### src/common/tmps_params.svh
// Constants of the traffic mirror probe selector: field positions,
// encodings, default sizes and reset values.
// Assumes it is included by bare name, from common/.
`ifndef TMPS_PARAMS_SVH
`define TMPS_PARAMS_SVH

// ********************************
// Probe count and sizes
// ********************************
`define TMPS_NUM_PROBES 3
`define TMPS_DFLT_PORTS 12
`define TMPS_DFLT_CPUS 8
`define TMPS_DFLT_DEST_W 5
`define TMPS_VID_W 12
`define TMPS_MAX_PORTS 64

// ********************************
// Field positions and encodings
// ********************************
`define TMPS_DIR_TX_BIT 0
`define TMPS_DIR_RX_BIT 1
`define TMPS_STN_DST_BIT 0
`define TMPS_STN_SRC_BIT 1
`define TMPS_VLAN_ANY 2'h0
`define TMPS_VLAN_ENTRY 2'h1
`define TMPS_VLAN_VID 2'h2
`define TMPS_VLAN_RSVD 2'h3

// ********************************
// Reset values
// ********************************
`define TMPS_RST_BIT 1'h0

`endif

### src/common/tmps_pkg.sv
// Types shared by the traffic mirror probe selector modules.
// Assumes tmps_params.svh is on the include path.
`include "tmps_params.svh"
`default_nettype none

package tmps_pkg;

  // ********************************
  // Probe VLAN filter modes
  // ********************************
  typedef enum logic [1:0] {
    TMPS_VLAN_OFF = `TMPS_VLAN_ANY,
    TMPS_VLAN_FLAG = `TMPS_VLAN_ENTRY,
    TMPS_VLAN_ID = `TMPS_VLAN_VID,
    TMPS_VLAN_NONE = `TMPS_VLAN_RSVD
  } tmps_vlan_mode_type;

  // Kind of copy handed to the rewriter
  typedef enum logic {
    TMPS_COPY_RX = 1'b0,
    TMPS_COPY_TX = 1'b1
  } tmps_copy_kind_type;

endpackage : tmps_pkg

`default_nettype wire

### src/common/tmps_if.sv
// Per-probe match results passed from the matcher to the selector.
// Assumes both ends run in the same clock cycle (combinational path).
`default_nettype none

interface tmps_if #(
  parameter int NP = 3
);
  logic [NP-1:0] hit;
  logic [NP-1:0] rxHit;

  modport producer (
    output hit,
    output rxHit
  );

  modport consumer (
    input hit,
    input rxHit
  );
endinterface : tmps_if

`default_nettype wire

### src/rtl/tmps_copy_sel.sv
// Picks the one probe that yields the mirror copy of a frame.
// Assumes the hit vectors come from tmps_probe_match in the same cycle.
`default_nettype none

module tmps_copy_sel #(
  parameter int NP = 3
) (
  // Match results
  tmps_if.consumer res,
  // Choice
  output logic selAny,
  output logic [1:0] selProbe,
  output logic selRx
);
  import tmps_pkg::*;

  always_comb begin
    selAny = 1'b0;
    selProbe = 2'h0;
    selRx = 1'b0;
    for (int p = 0; p < NP; p++) begin
      if (res.hit[p]) begin
        selAny = 1'b1;
        selProbe = 2'(p);
        selRx = res.rxHit[p];
      end
    end
  end
endmodule : tmps_copy_sel

`default_nettype wire

### src/rtl/tmps_probe_match.sv
// Filter evaluation of every probe against one frame.
// Assumes frame and probe settings are stable for the cycle.
`include "tmps_params.svh"
`default_nettype none

module tmps_probe_match #(
  parameter int NP = 3,
  parameter int NPORT = 12,
  parameter int NCPU = 8,
  parameter int PIW = 4
) (
  // Frame
  input wire logic [PIW-1:0] rxPort,
  input wire logic [PIW-1:0] masqPort,
  input wire logic [NCPU:0] cpuVdSrc,
  input wire logic [NPORT-1:0] egressMask,
  input wire logic [NCPU-1:0] cpuDestMask,
  input wire logic [`TMPS_VID_W-1:0] vid,
  input wire logic vlanEntryCopyFlag,
  input wire logic srcStationCopy,
  input wire logic dstStationCopy,
  input wire logic flooded,
  input wire logic clsValid,
  input wire logic [1:0] clsProbe,
  input wire logic floodedCopyEnable,
  // Probe settings
  input wire logic [NP-1:0][1:0] probeDirection,
  input wire logic [NP-1:0][1:0] stationFilterSel,
  input wire logic [NP-1:0][1:0] vlanFilterSel,
  input wire logic [NP-1:0][`TMPS_VID_W-1:0] matchVlanId,
  input wire logic [NP-1:0][NCPU-1:0] probeCpuSet,
  input wire logic [NP-1:0] usePhysicalIngressPort,
  input wire logic [NP-1:0][NCPU:0] cpuVdIngressMask,
  input wire logic [NP-1:0][NPORT-1:0] watchedPortMask,
  // Results
  tmps_if.producer res
);
  import tmps_pkg::*;

  function automatic logic portSel(
    input logic [NPORT-1:0] mask,
    input logic [PIW-1:0] idx
  );
    portSel = (int'(idx) < NPORT) ? mask[idx] : 1'b0;
  endfunction : portSel

  always_comb begin
    logic rxH;
    logic txH;
    logic vlanOk;
    logic stnOk;
    logic [1:0] dir;
    rxH = 1'b0;
    txH = 1'b0;
    vlanOk = 1'b0;
    stnOk = 1'b0;
    dir = 2'h0;
    res.hit = '0;
    res.rxHit = '0;
    for (int p = 0; p < NP; p++) begin
      dir = probeDirection[p];
      rxH = dir[`TMPS_DIR_RX_BIT] & portSel(watchedPortMask[p],
          usePhysicalIngressPort[p] ? rxPort : masqPort);
      rxH = rxH | (dir[`TMPS_DIR_RX_BIT] &
          (|(cpuVdSrc & cpuVdIngressMask[p])));
      txH = dir[`TMPS_DIR_TX_BIT] &
          ((|(egressMask & watchedPortMask[p])) |
           (|(cpuDestMask & probeCpuSet[p])));
      case (tmps_vlan_mode_type'(vlanFilterSel[p]))
        TMPS_VLAN_FLAG: vlanOk = vlanEntryCopyFlag;
        TMPS_VLAN_ID: vlanOk = (vid == matchVlanId[p]);
        default: vlanOk = 1'b1;
      endcase
      stnOk = (~stationFilterSel[p][`TMPS_STN_SRC_BIT] | srcStationCopy) &
          (~stationFilterSel[p][`TMPS_STN_DST_BIT] | dstStationCopy |
           (flooded & floodedCopyEnable));
      res.hit[p] = (rxH | txH) & vlanOk & stnOk;
      res.rxHit[p] = rxH;
      if (clsValid && int'(clsProbe) == p) begin
        res.hit[p] = |dir;
        res.rxHit[p] = dir[`TMPS_DIR_RX_BIT];
      end
    end
  end
endmodule : tmps_probe_match

`default_nettype wire

### src/rtl/tmps_top.sv
// Mirror probe selection for frames leaving the forwarding decision.
// Assumes one frame descriptor per cycle at most, inputs synchronous
// to ref_clk, and probe settings held steady while frames flow.
`include "tmps_params.svh"
`default_nettype none

// Summary of operation
// - Three independent probes, each with own filters and destination.
// - Unless classifier-assigned, a probe selects a frame only if all enabled filters agree.
// - Several matches: highest numbered probe wins, one copy only.
// - Direction bit 1: frames received on masked ports are copied.
// - Direction bit 0: frames sent on masked ports are copied.
// - Direction bit 0: frames to selected CPU ports are copied.
// - VLAN mode 2: only frames in the probe VLAN ID qualify.
// - VLAN mode 1: only VLANs whose entry copy flag is set qualify.
// - Station bit 1: frames from flagged learned stations qualify.
// - Station bit 0: to flagged stations, or flooded if enabled.
// - Classifier-assigned frames use only the probe direction.
// - Direction bit 1: frames injected from masked CPU/VD qualify.
// - Each probe sends copies to its configurable destination port.
// - Rx copies unmodified, extra Q-tag when remote mirroring on.
// - Tx copies edited for configured Tx port, optional Q-tag.
// - Direction 2 means Rx only; port mask is one bit per port.
// - Per probe, Rx port is physical or masqueraded ingress port.
module tmps_top #(
  parameter int NUM_PORTS = `TMPS_DFLT_PORTS,
  parameter int NUM_CPUS = `TMPS_DFLT_CPUS,
  parameter int DEST_W = `TMPS_DFLT_DEST_W
) (
  // Clock and reset
  input wire logic ref_clk,
  input wire logic rst_n,
  // Frame descriptor
  input wire logic frmValid,
  input wire logic [$clog2(NUM_PORTS)-1:0] frmRxPort,
  input wire logic [$clog2(NUM_PORTS)-1:0] frmMasqPort,
  input wire logic [NUM_CPUS:0] frmCpuVdSrc,
  input wire logic [NUM_PORTS-1:0] frmEgressMask,
  input wire logic [NUM_CPUS-1:0] frmCpuDestMask,
  input wire logic [`TMPS_VID_W-1:0] frmVid,
  input wire logic frmVlanEntryCopyFlag,
  input wire logic frmSrcStationCopy,
  input wire logic frmDstStationCopy,
  input wire logic frmFlooded,
  input wire logic frmClsValid,
  input wire logic [1:0] frmClsProbe,
  input wire logic [NUM_PORTS-1:0] frmFwdMask,
  // Global setting
  input wire logic floodedCopyEnable,
  // Probe settings
  input wire logic [`TMPS_NUM_PROBES-1:0][1:0] probeDirection,
  input wire logic [`TMPS_NUM_PROBES-1:0][1:0] stationFilterSel,
  input wire logic [`TMPS_NUM_PROBES-1:0][1:0] vlanFilterSel,
  input wire logic [`TMPS_NUM_PROBES-1:0][`TMPS_VID_W-1:0] matchVlanId,
  input wire logic [`TMPS_NUM_PROBES-1:0][NUM_CPUS-1:0] probeCpuSet,
  input wire logic [`TMPS_NUM_PROBES-1:0] usePhysicalIngressPort,
  input wire logic [`TMPS_NUM_PROBES-1:0][NUM_CPUS:0] cpuVdIngressMask,
  input wire logic [`TMPS_NUM_PROBES-1:0][NUM_PORTS-1:0] watchedPortMask,
  input wire logic [`TMPS_NUM_PROBES-1:0][DEST_W-1:0] copyDestPort,
  input wire logic [`TMPS_NUM_PROBES-1:0] remoteMirrorEnable,
  input wire logic [`TMPS_NUM_PROBES-1:0][$clog2(NUM_PORTS)-1:0]
      mirrorTxPort,
  // Original frame forwarding
  output logic fwdValid,
  output logic [NUM_PORTS-1:0] fwdMask,
  // Mirror copy
  output logic copyValid,
  output logic [1:0] copyProbe,
  output logic [DEST_W-1:0] copyDest,
  output logic copyIsTx,
  output logic [$clog2(NUM_PORTS)-1:0] copyEditPort,
  output logic copyAddTag
);
  import tmps_pkg::*;

  localparam int NP = `TMPS_NUM_PROBES;
  localparam int PIW = $clog2(NUM_PORTS);

  // ********************************
  // Elaboration checks
  // ********************************
  // Port index must fit a mask of at most the widest supported size
  if (NUM_PORTS < 2 || NUM_PORTS > `TMPS_MAX_PORTS) begin : g_bad_ports
    $error("tmps_top: NUM_PORTS out of range");
  end
  if (NUM_CPUS < 1 || DEST_W < PIW) begin : g_bad_cpu
    $error("tmps_top: NUM_CPUS or DEST_W out of range");
  end

  // ********************************
  // State
  // ********************************
  typedef struct packed {
    logic valid;
    logic [PIW-1:0] rxPort;
    logic [PIW-1:0] masqPort;
    logic [NUM_CPUS:0] cpuVdSrc;
    logic [NUM_PORTS-1:0] egressMask;
    logic [NUM_CPUS-1:0] cpuDestMask;
    logic [`TMPS_VID_W-1:0] vid;
    logic vlanFlag;
    logic srcStn;
    logic dstStn;
    logic flooded;
    logic clsValid;
    logic [1:0] clsProbe;
    logic [NUM_PORTS-1:0] fwdMask;
  } tmps_frame_type;

  typedef struct packed {
    tmps_frame_type frm;
    logic fwdValid;
    logic [NUM_PORTS-1:0] fwdMask;
    logic copyValid;
    logic [1:0] copyProbe;
    logic [DEST_W-1:0] copyDest;
    logic copyIsTx;
    logic [PIW-1:0] copyEditPort;
    logic copyAddTag;
  } tmps_state_type;

  tmps_state_type st_ff;
  tmps_state_type nxt_st;

  logic selAny;
  logic [1:0] selProbe;
  logic selRx;

  // ********************************
  // Probe evaluation
  // ********************************
  tmps_if #(.NP(NP)) matchBus ();

  tmps_probe_match #(
    .NP(NP),
    .NPORT(NUM_PORTS),
    .NCPU(NUM_CPUS),
    .PIW(PIW)
  ) u_match (
    .rxPort(st_ff.frm.rxPort),
    .masqPort(st_ff.frm.masqPort),
    .cpuVdSrc(st_ff.frm.cpuVdSrc),
    .egressMask(st_ff.frm.egressMask),
    .cpuDestMask(st_ff.frm.cpuDestMask),
    .vid(st_ff.frm.vid),
    .vlanEntryCopyFlag(st_ff.frm.vlanFlag),
    .srcStationCopy(st_ff.frm.srcStn),
    .dstStationCopy(st_ff.frm.dstStn),
    .flooded(st_ff.frm.flooded),
    .clsValid(st_ff.frm.clsValid),
    .clsProbe(st_ff.frm.clsProbe),
    .floodedCopyEnable(floodedCopyEnable),
    .probeDirection(probeDirection),
    .stationFilterSel(stationFilterSel),
    .vlanFilterSel(vlanFilterSel),
    .matchVlanId(matchVlanId),
    .probeCpuSet(probeCpuSet),
    .usePhysicalIngressPort(usePhysicalIngressPort),
    .cpuVdIngressMask(cpuVdIngressMask),
    .watchedPortMask(watchedPortMask),
    .res(matchBus.producer)
  );

  tmps_copy_sel #(
    .NP(NP)
  ) u_sel (
    .res(matchBus.consumer),
    .selAny(selAny),
    .selProbe(selProbe),
    .selRx(selRx)
  );

  // ********************************
  // Next state
  // ********************************
  always_comb begin
    nxt_st = st_ff;
    // Descriptor capture; a new frame may follow every cycle
    nxt_st.frm.valid = frmValid;
    nxt_st.frm.rxPort = frmRxPort;
    nxt_st.frm.masqPort = frmMasqPort;
    nxt_st.frm.cpuVdSrc = frmCpuVdSrc;
    nxt_st.frm.egressMask = frmEgressMask;
    nxt_st.frm.cpuDestMask = frmCpuDestMask;
    nxt_st.frm.vid = frmVid;
    nxt_st.frm.vlanFlag = frmVlanEntryCopyFlag;
    nxt_st.frm.srcStn = frmSrcStationCopy;
    nxt_st.frm.dstStn = frmDstStationCopy;
    nxt_st.frm.flooded = frmFlooded;
    nxt_st.frm.clsValid = frmClsValid;
    nxt_st.frm.clsProbe = frmClsProbe;
    nxt_st.frm.fwdMask = frmFwdMask;
    nxt_st.fwdValid = st_ff.frm.valid;
    nxt_st.fwdMask = st_ff.frm.fwdMask;
    // at most one copy per frame
    nxt_st.copyValid = st_ff.frm.valid & selAny;
    nxt_st.copyProbe = selProbe;
    nxt_st.copyDest = copyDestPort[selProbe];
    nxt_st.copyIsTx = selRx ? TMPS_COPY_RX : TMPS_COPY_TX;
    // Tx copy edited for Tx port
    nxt_st.copyEditPort = selRx ? '0 : mirrorTxPort[selProbe];
    nxt_st.copyAddTag = remoteMirrorEnable[selProbe];
    // Idle cycles show cleared copy fields, not stale choices
    if (!(st_ff.frm.valid && selAny)) begin
      nxt_st.copyProbe = 2'h0;
      nxt_st.copyDest = '0;
      nxt_st.copyIsTx = `TMPS_RST_BIT;
      nxt_st.copyEditPort = '0;
      nxt_st.copyAddTag = `TMPS_RST_BIT;
    end
    if (!st_ff.frm.valid) begin
      nxt_st.fwdMask = '0;
    end
    if (!rst_n) begin
      nxt_st = '0;
    end
  end

  // ********************************
  // Registers
  // ********************************
  always_ff @(posedge ref_clk) begin
    st_ff <= nxt_st;
  end

  assign fwdValid = st_ff.fwdValid;
  assign fwdMask = st_ff.fwdMask;
  assign copyValid = st_ff.copyValid;
  assign copyProbe = st_ff.copyProbe;
  assign copyDest = st_ff.copyDest;
  assign copyIsTx = st_ff.copyIsTx;
  assign copyEditPort = st_ff.copyEditPort;
  assign copyAddTag = st_ff.copyAddTag;
endmodule : tmps_top

`default_nettype wire

### config.mk
export PLATFORM = sky130hd
export DESIGN_NAME = tmps_top
export DESIGN_NICKNAME = d
export VERILOG_FILES = /design/src/common/tmps_pkg.sv /design/src/common/tmps_if.sv /design/src/rtl/tmps_copy_sel.sv /design/src/rtl/tmps_probe_match.sv /design/src/rtl/tmps_top.sv
export VERILOG_INCLUDE_DIRS = /design/src /design/src/common
export SDC_FILE = /design/constraint.sdc
export NUM_CORES = 1
export LEC_CHECK = 0
export ABC_AREA = 1
export ABC_CLOCK_PERIOD_IN_PS = 2200
export BUFFER_PORTS_ARGS = -buffer_cell sky130_fd_sc_hd__clkbuf_2
export CAP_MARGIN = 20
export CORE_MARGIN = 2
export CORE_UTILIZATION = 46
export DETAILED_ROUTE_END_ITERATION = 16
export MAX_ROUTING_LAYER = met4
export PLACE_DENSITY = 0.82
export SLEW_MARGIN = 20
export SYNTH_ARGS = -nofsm -noshare
export SYNTH_HDL_FRONTEND = slang
export SYNTH_HIERARCHICAL = 1
export SYNTH_SLANG_ARGS = --single-unit
### constraint.sdc
create_clock -name ref_clk -period 2.2 [get_ports ref_clk]
set_input_delay 0.22 -clock ref_clk [delete_from_list [all_inputs] [get_ports ref_clk]]
set_output_delay 0.22 -clock ref_clk [all_outputs]
set_load 0.05 [all_outputs]
==> results of run 1 <==
==> final cells by class <==
type / count / area, um^2 / share of cell area, %
inverters: 150 / 568 / 8.34
flip-flops and latches: 96 / 1930 / 28.4
multi-input cells: 504 / 2460 / 36.1
well taps: 140 / 175 / 2.57
repair buffers: 286 / 1490 / 21.9
clock inverters: 4 / 53.8 / 0.790
clock buffers: 12 / 135 / 1.98
==> path summary, 6_finish.rpt <==
path            startpoint          to  depth (start not counted)
max              st_ff[89]  copyAddTag                         17
min          frmFwdMask[0]   st_ff[27]                          3
max reg2reg      st_ff[89]  copyAddTag                         17
min reg2reg      st_ff[33]  fwdMask[6]                          2
==> registers in the layout (all words and copies together), names as in the netlist <==
register      count
copyValid         1
st_ff            69
copyEditPort      4
fwdValid          1
copyProbe         2
fwdMask          12
copyAddTag        1
copyDest          5
copyIsTx          1
==> worst max-delay path: stages (launching register included) <==
cell     delay (ns)
dfxtp_1        0.35
o21ai_0        0.29
inv_1          0.10
nor2_1         0.09
nand3_1        0.08
nand2_1        0.06
inv_1          0.03
nand2_1        0.05
nand2_1        0.06
nand2_1        0.06
nand2_1        0.06
nand2_2        0.09
inv_2          0.05
nor2_4         0.17
buf_6          0.16
nand2_1        0.06
nand3_1        0.10
a21oi_2        0.06
==> kinds of logic after synthesis <==
logic type               count (synthesis)  share of synthesized area (%)
XOR/XNOR                                14                           2.38
adder cells (fa/ha/maj)                  6                           1.46
flip-flops                              96                           37.3
buffers and inverters                  189                           16.5
AND/OR/NAND/NOR                        413                           33.8
AO/OA/AOI/OAI                           71                           8.55
==> cells in the mapped netlist (7+ instances only) <==
cell type	n	area share (%)
xnor2_1	13	2.2
nor2_1	43	3.1
nand4_1	10	1.2
buf_4	26	3.8
inv_1	148	11
o21ai_0	31	3.0
nand3_1	71	6.9
dfxtp_1	96	37
buf_2	9	0.87
a22o_1	10	1.7
a21oi_1	15	1.5
nand2_1	273	20
nand2_4	7	1.5
==> power groups by stage <==
stage,sequential [mW],clock [mW],combinational [mW]
after floorplan,1.90,0,0.478
after global placement,1.91,0,0.824
after detailed placement,1.91,0,0.836
after CTS,1.87,1.16,0.842
after global routing,1.88,1.23,0.985
final,1.88,1.13,0.875
==> stage by stage <==
stage | hold WS, ns | util, % | cell area [um^2] | power, mW
floorplan | 0.318 | - | 5150 | 2.38
global placement | 0.395 | 59.8 | 6510 | 2.74
detailed placement | 0.400 | 59.8 | 6510 | 2.75
CTS | 0.00458 | 61.6 | 6700 | 3.88
global route | 0.0221 | 62.6 | 6810 | 4.10
finish | 0.0261 | 62.6 | 6810 | 3.88
==> layer usage <==
metal / GRT usage [%] / share of wire [%] / vias to the layer above
li1: - / - / 2897
met1: 28.2 / 39 / 2544
met2: 46.5 / 50 / 295
met3: 6.28 / 9.7 / 22
met4: 9.40 / 2.1 / 0
met5: - / 0 / -
==> repair_timing <==
item	4_1_cts	5_1_grt
hold buffers	0	0
pin swaps	0	6
endpoints found under the setup margin	13	14
resized for setup	5	36
setup buffers	0	1
gates cloned	0	0
==> qor.csv, run 1 <==
metric;value;unit
ys_seq_area_share;37.3;%
synth_seq_cells;96;
layout_commonest_cell;clkbuf_2;
grt_usage;26.1;%
power_leakage;4.13;nW
maxSlewHeadroom;69.8;%
fmax;497;MHz
dieArea;12100;um^2
antenna_cells;0;
synthArstFlopShare;0;%
critPathMaxFanout;10;
vias;5758;
finalCriticalPeriod;2.01;ns
drtIter0Drc;449;
wl;15600;um
p_seq_share;48.3;%
die_w;110;um
wl_per_cell;13.0;um
fin_skew;0.0119;ns
peakVddDrop;0.425;mV
grt_pass1_vias;5406;
ant_nets;0;
crit_type;register to register;
cts_tree;done;
status;completed;
design.core.area;10900;um^2
clk_pin_slew;0.09;ns
grt_max_degree;55;
clock_power_share;29.1;%
avgSynthCellArea;6.53;um^2
power.net_switching;1.14;mW
gp_congestion;0.936;
vias_per_cell;4.83;
final_cell_count_no_fill;1192;
overflow;0;
p_int;2.74;mW
drc;0;
area_growth;32.2;%
grt_pass1_wl;23500;um
nNetsFinal;1299;
cts_buffers;9;
ctsLongestPathBuffers;2;
place_hpwl;13000;um
p_comb_share;22.5;%
setup_ws;0.190;ns
ios;273;
fillerInstances;1069;
antenna_found_initial;0;
hold_violations;0;
num_rows;38;
worst_setup_path_start_kind;register;
h-tree-depth;3;
initial_utilization;47.3;%
worst_pin_slew;0.451;ns
end_kind;register;
fin_tns_setup;0;ns
hp-class;input pin to register;
powerDensity;570;nW/um^2
synth.distinct_cells;30;
dp_slack;-0.177;ns
port-buffer-count;272;
netlist_area;5150;um^2
synth_fp_nets;1041;
final.period_utilization;91.4;%
regToRegSetupSlack;0.19;ns
yosysWarnings;6;
drive_above_1_share;32.5;%
p_sw_share;29.3;%
final_cell_mix;clkbuf_2 (272), nand2_1 (267), inv_1 (144), dfxtp_1 (91), nand3_1 (71);
required;2.47;ns
synth_cells;789;
cp.arrival;2.28;ns
max_cap_viol_count;0;
clockRootBuffer;clkbuf_8;
finalMaxSlewViolations;0;
die_h;110;um
synth_flop_cell;dfxtp_1;
insertion_delay;0.36;ns
drtPass1Iterations;6;
report.final.setup_viol;0;
dp.cells;1175;
synth_edf_count;0;
cts.sink_count;96;
No activity file was read; power rests on OpenSTA's default activity.
==> run 2: changes to the inputs <==
- CELL_PAD_IN_SITES_DETAIL_PLACEMENT: unset -> 2
- CELL_PAD_IN_SITES_GLOBAL_PLACEMENT: unset -> 2
- CORE_UTILIZATION: 46 -> 22
- PLACE_DENSITY: 0.82 -> unset
- PLACE_DENSITY_LB_ADDON: unset -> 0.1
==> run 2 against run 1 <==
Against the previous run:
- the run now ends with negative setup slack left
- register-to-register slack worse by 0.20 ns
- die area rose by 100%
- non-clock buffer count grew 27
- via count grew 1.6%
- clock skew down 0.0032 ns
- critical path depth is 3 higher
- critical path type unchanged
- largest cell class unchanged
- highest routed layer unchanged
==> qor.csv, run 2 (synthesis gave the netlist of run 1 again) <==
metric;value;unit;change
area_growth;45.8;%;
hp-class;input pin to register;;
num_rows;55;;+45%
largest_register_ffs;69;;unchanged
drtIter0Drc;172;;-62%
grt_pass1_vias;6292;;+16%
antenna_found_initial;1;;+1
vias;5851;;+1.6%
worst_pin_slew;0.762;ns;+0.310 ns
ios;273;;unchanged
worst_setup_path_start_kind;register;;
multi_input_area;2590;um^2;+5.7%
crit_top_cell;nand2_1;;
failed_checks;negative setup slack;;
maxSlewHeadroom;49.2;%;-21 points
critPathMaxFanout;7;;-3
ctsLongestPathBuffers;2;;unchanged
insertion_delay;0.35;ns;about the same
cp.arrival;2.50;ns;+0.22 ns
final.period_utilization;101;%;+9.3 points
slowest_delay;0.36;ns;about the same
max_cap_viol_count;0;;unchanged
drive_above_1_share;37.8;%;+5.3 points
crit_slowest_cell;dfxtp_2;;
hold_violations;0;;unchanged
place_hpwl;18300;um;+40%
end_kind;register;;
final_cell_mix;clkbuf_2 (271), nand2_1 (257), inv_1 (138), dfxtp_1 (88), nand3_1 (59);;
gp_congestion;0.856;;-8.6%
finalPower;4.51;mW;+16%
powerDensity;600;nW/um^2;+5.4%
report.final.setup_viol;1;;+1
die_h;157;um;+43%
power_leakage;4.35;nW;+5.3%
drtPass1Iterations;4;;-2
initial_utilization;22.6;%;-25 points
clockRootBuffer;clkbuf_16;;
status;finished with violations;;
required;2.49;ns;+0.02 ns
path_cells;buf_6 > nand2_8 > nand2_8 > nand2_1 > nand3_2 > nand3_2 > nand2_2 > nand2_1 > nand2_1 > nand2_1 > nand2_1 > nand2_1 > nand2_1 > inv_1 > nor2_2 > buf_6 > clkinvlp_4 > nand2_1 > nand3_1 > a21oi_2;;
fin_skew;0.00872;ns;-0.00321 ns
grt_pass1_wl;33000;um;+41%
rsz0062_at_grt;yes;;
seqCellArea;1940;um^2;+0.32%
port-buffer-count;272;;unchanged
overflow;0;;unchanged
hold-worst-slack;0.0428;ns;+0.0166 ns
cp_top_family;simple AND/OR/NAND/NOR gates;;
wl;21600;um;+39%
dieArea;24700;um^2;+100%
drc;0;;unchanged
design.core.area;22800;um^2;+110%
crit_type;register to register;;
setup_ws;-0.0145;ns;-0.204 ns
clk_pin_slew;0.08;ns;about the same
die_w;157;um;+43%
grt_max_degree;70;;+27%
cts_tree;done;;
cts.sink_count;96;;unchanged
layout_commonest_cell;clkbuf_2;;
nNetsFinal;1327;;+2.2%
grt_usage;18.1;%;-8.1 points
ant_nets;0;;unchanged
peakVddDrop;0.333;mV;-22%
fmax;452;MHz;-9.2%
finalMaxSlewViolations;0;;unchanged
wl_per_cell;15.5;um;+19%
finalCriticalPeriod;2.21;ns;+0.204 ns
top_register;st_ff;;
h-tree-depth;3;;unchanged
cp.buffers_inverters;4;;unchanged
cts_buffers;9;;unchanged
fillerInstances;2838;;+170%
vias_per_cell;4.20;;-13%
run 2: path summary, 6_finish.rpt:
kind | startpoint | to | slack [ns] | depth (start not counted)
worst min register to register | st_ff[33] | fwdMask[6] | 0.41 | 2
worst min-delay path | frmMasqPort[2] | st_ff[89] | 0.04 | 3
worst max register to register | st_ff[87] | copyDest[0] | -0.01 | 20
worst max-delay path | st_ff[87] | copyDest[0] | -0.01 | 20
run 2: per-layer routing:
metal | GRT usage, % | vias up | routed length, um
met5 | - | - | 0
met4 | 4.29 | 0 | 343
met3 | 3.52 | 18 | 1300
met2 | 31.1 | 180 | 10600
met1 | 21.8 | 2698 | 9410
li1 | - | 2955 | -
run 2: stage by stage:
step | instance area (um^2) | worst slack, ns | std cells | utilization, % | setup TNS (ns)
2_1_floorplan | 5150 | 0.286 | 789 | - | 0
5_1_grt | 7510 | -0.181 | 1394 | 32.9 | -1.24
3_3_place_gp | 6950 | -0.207 | 1376 | 30.4 | -2.20
6_report | 7510 | -0.0145 | 1394 | 32.9 | -0.0145
4_1_cts | 7340 | 0.00286 | 1391 | 32.1 | 0
3_5_place_dp | 6950 | -0.260 | 1376 | 30.4 | -2.80
run 2: power breakdown:
| part | switching (mW) | leakage, nW | total [mW] | internal (mW) |
|---|---|---|---|---|
| registers | 0.0593 | 0.797 | 1.88 | 1.82 |
| clock network | 0.795 | 0.148 | 1.62 | 0.828 |
| logic | 0.554 | 3.41 | 1.01 | 0.455 |
run 2: repair_timing:
action,CTS,global route
hold buffers,0,0
pin swaps,10,15
endpoints found under the setup margin,13,13
setup buffers,0,2
gates resized for setup,38,47
cloned,1,0
run 2: final cells by class:
class	count	area share (%)
repair buffers	313	22.7
well taps	313	5.21
diodes	1	0.0333
inverters	150	7.58
flip-flops and latches	96	25.8
clock buffers	10	3.18
multi-input cells	504	34.5
repair inverters	1	0.0999
clock inverters	6	0.833
run 2: worst min-delay path, cell delays in order:
cell,delay (ns)
clkbuf_2,0.07
nand2_1,0.04
inv_1,0.04
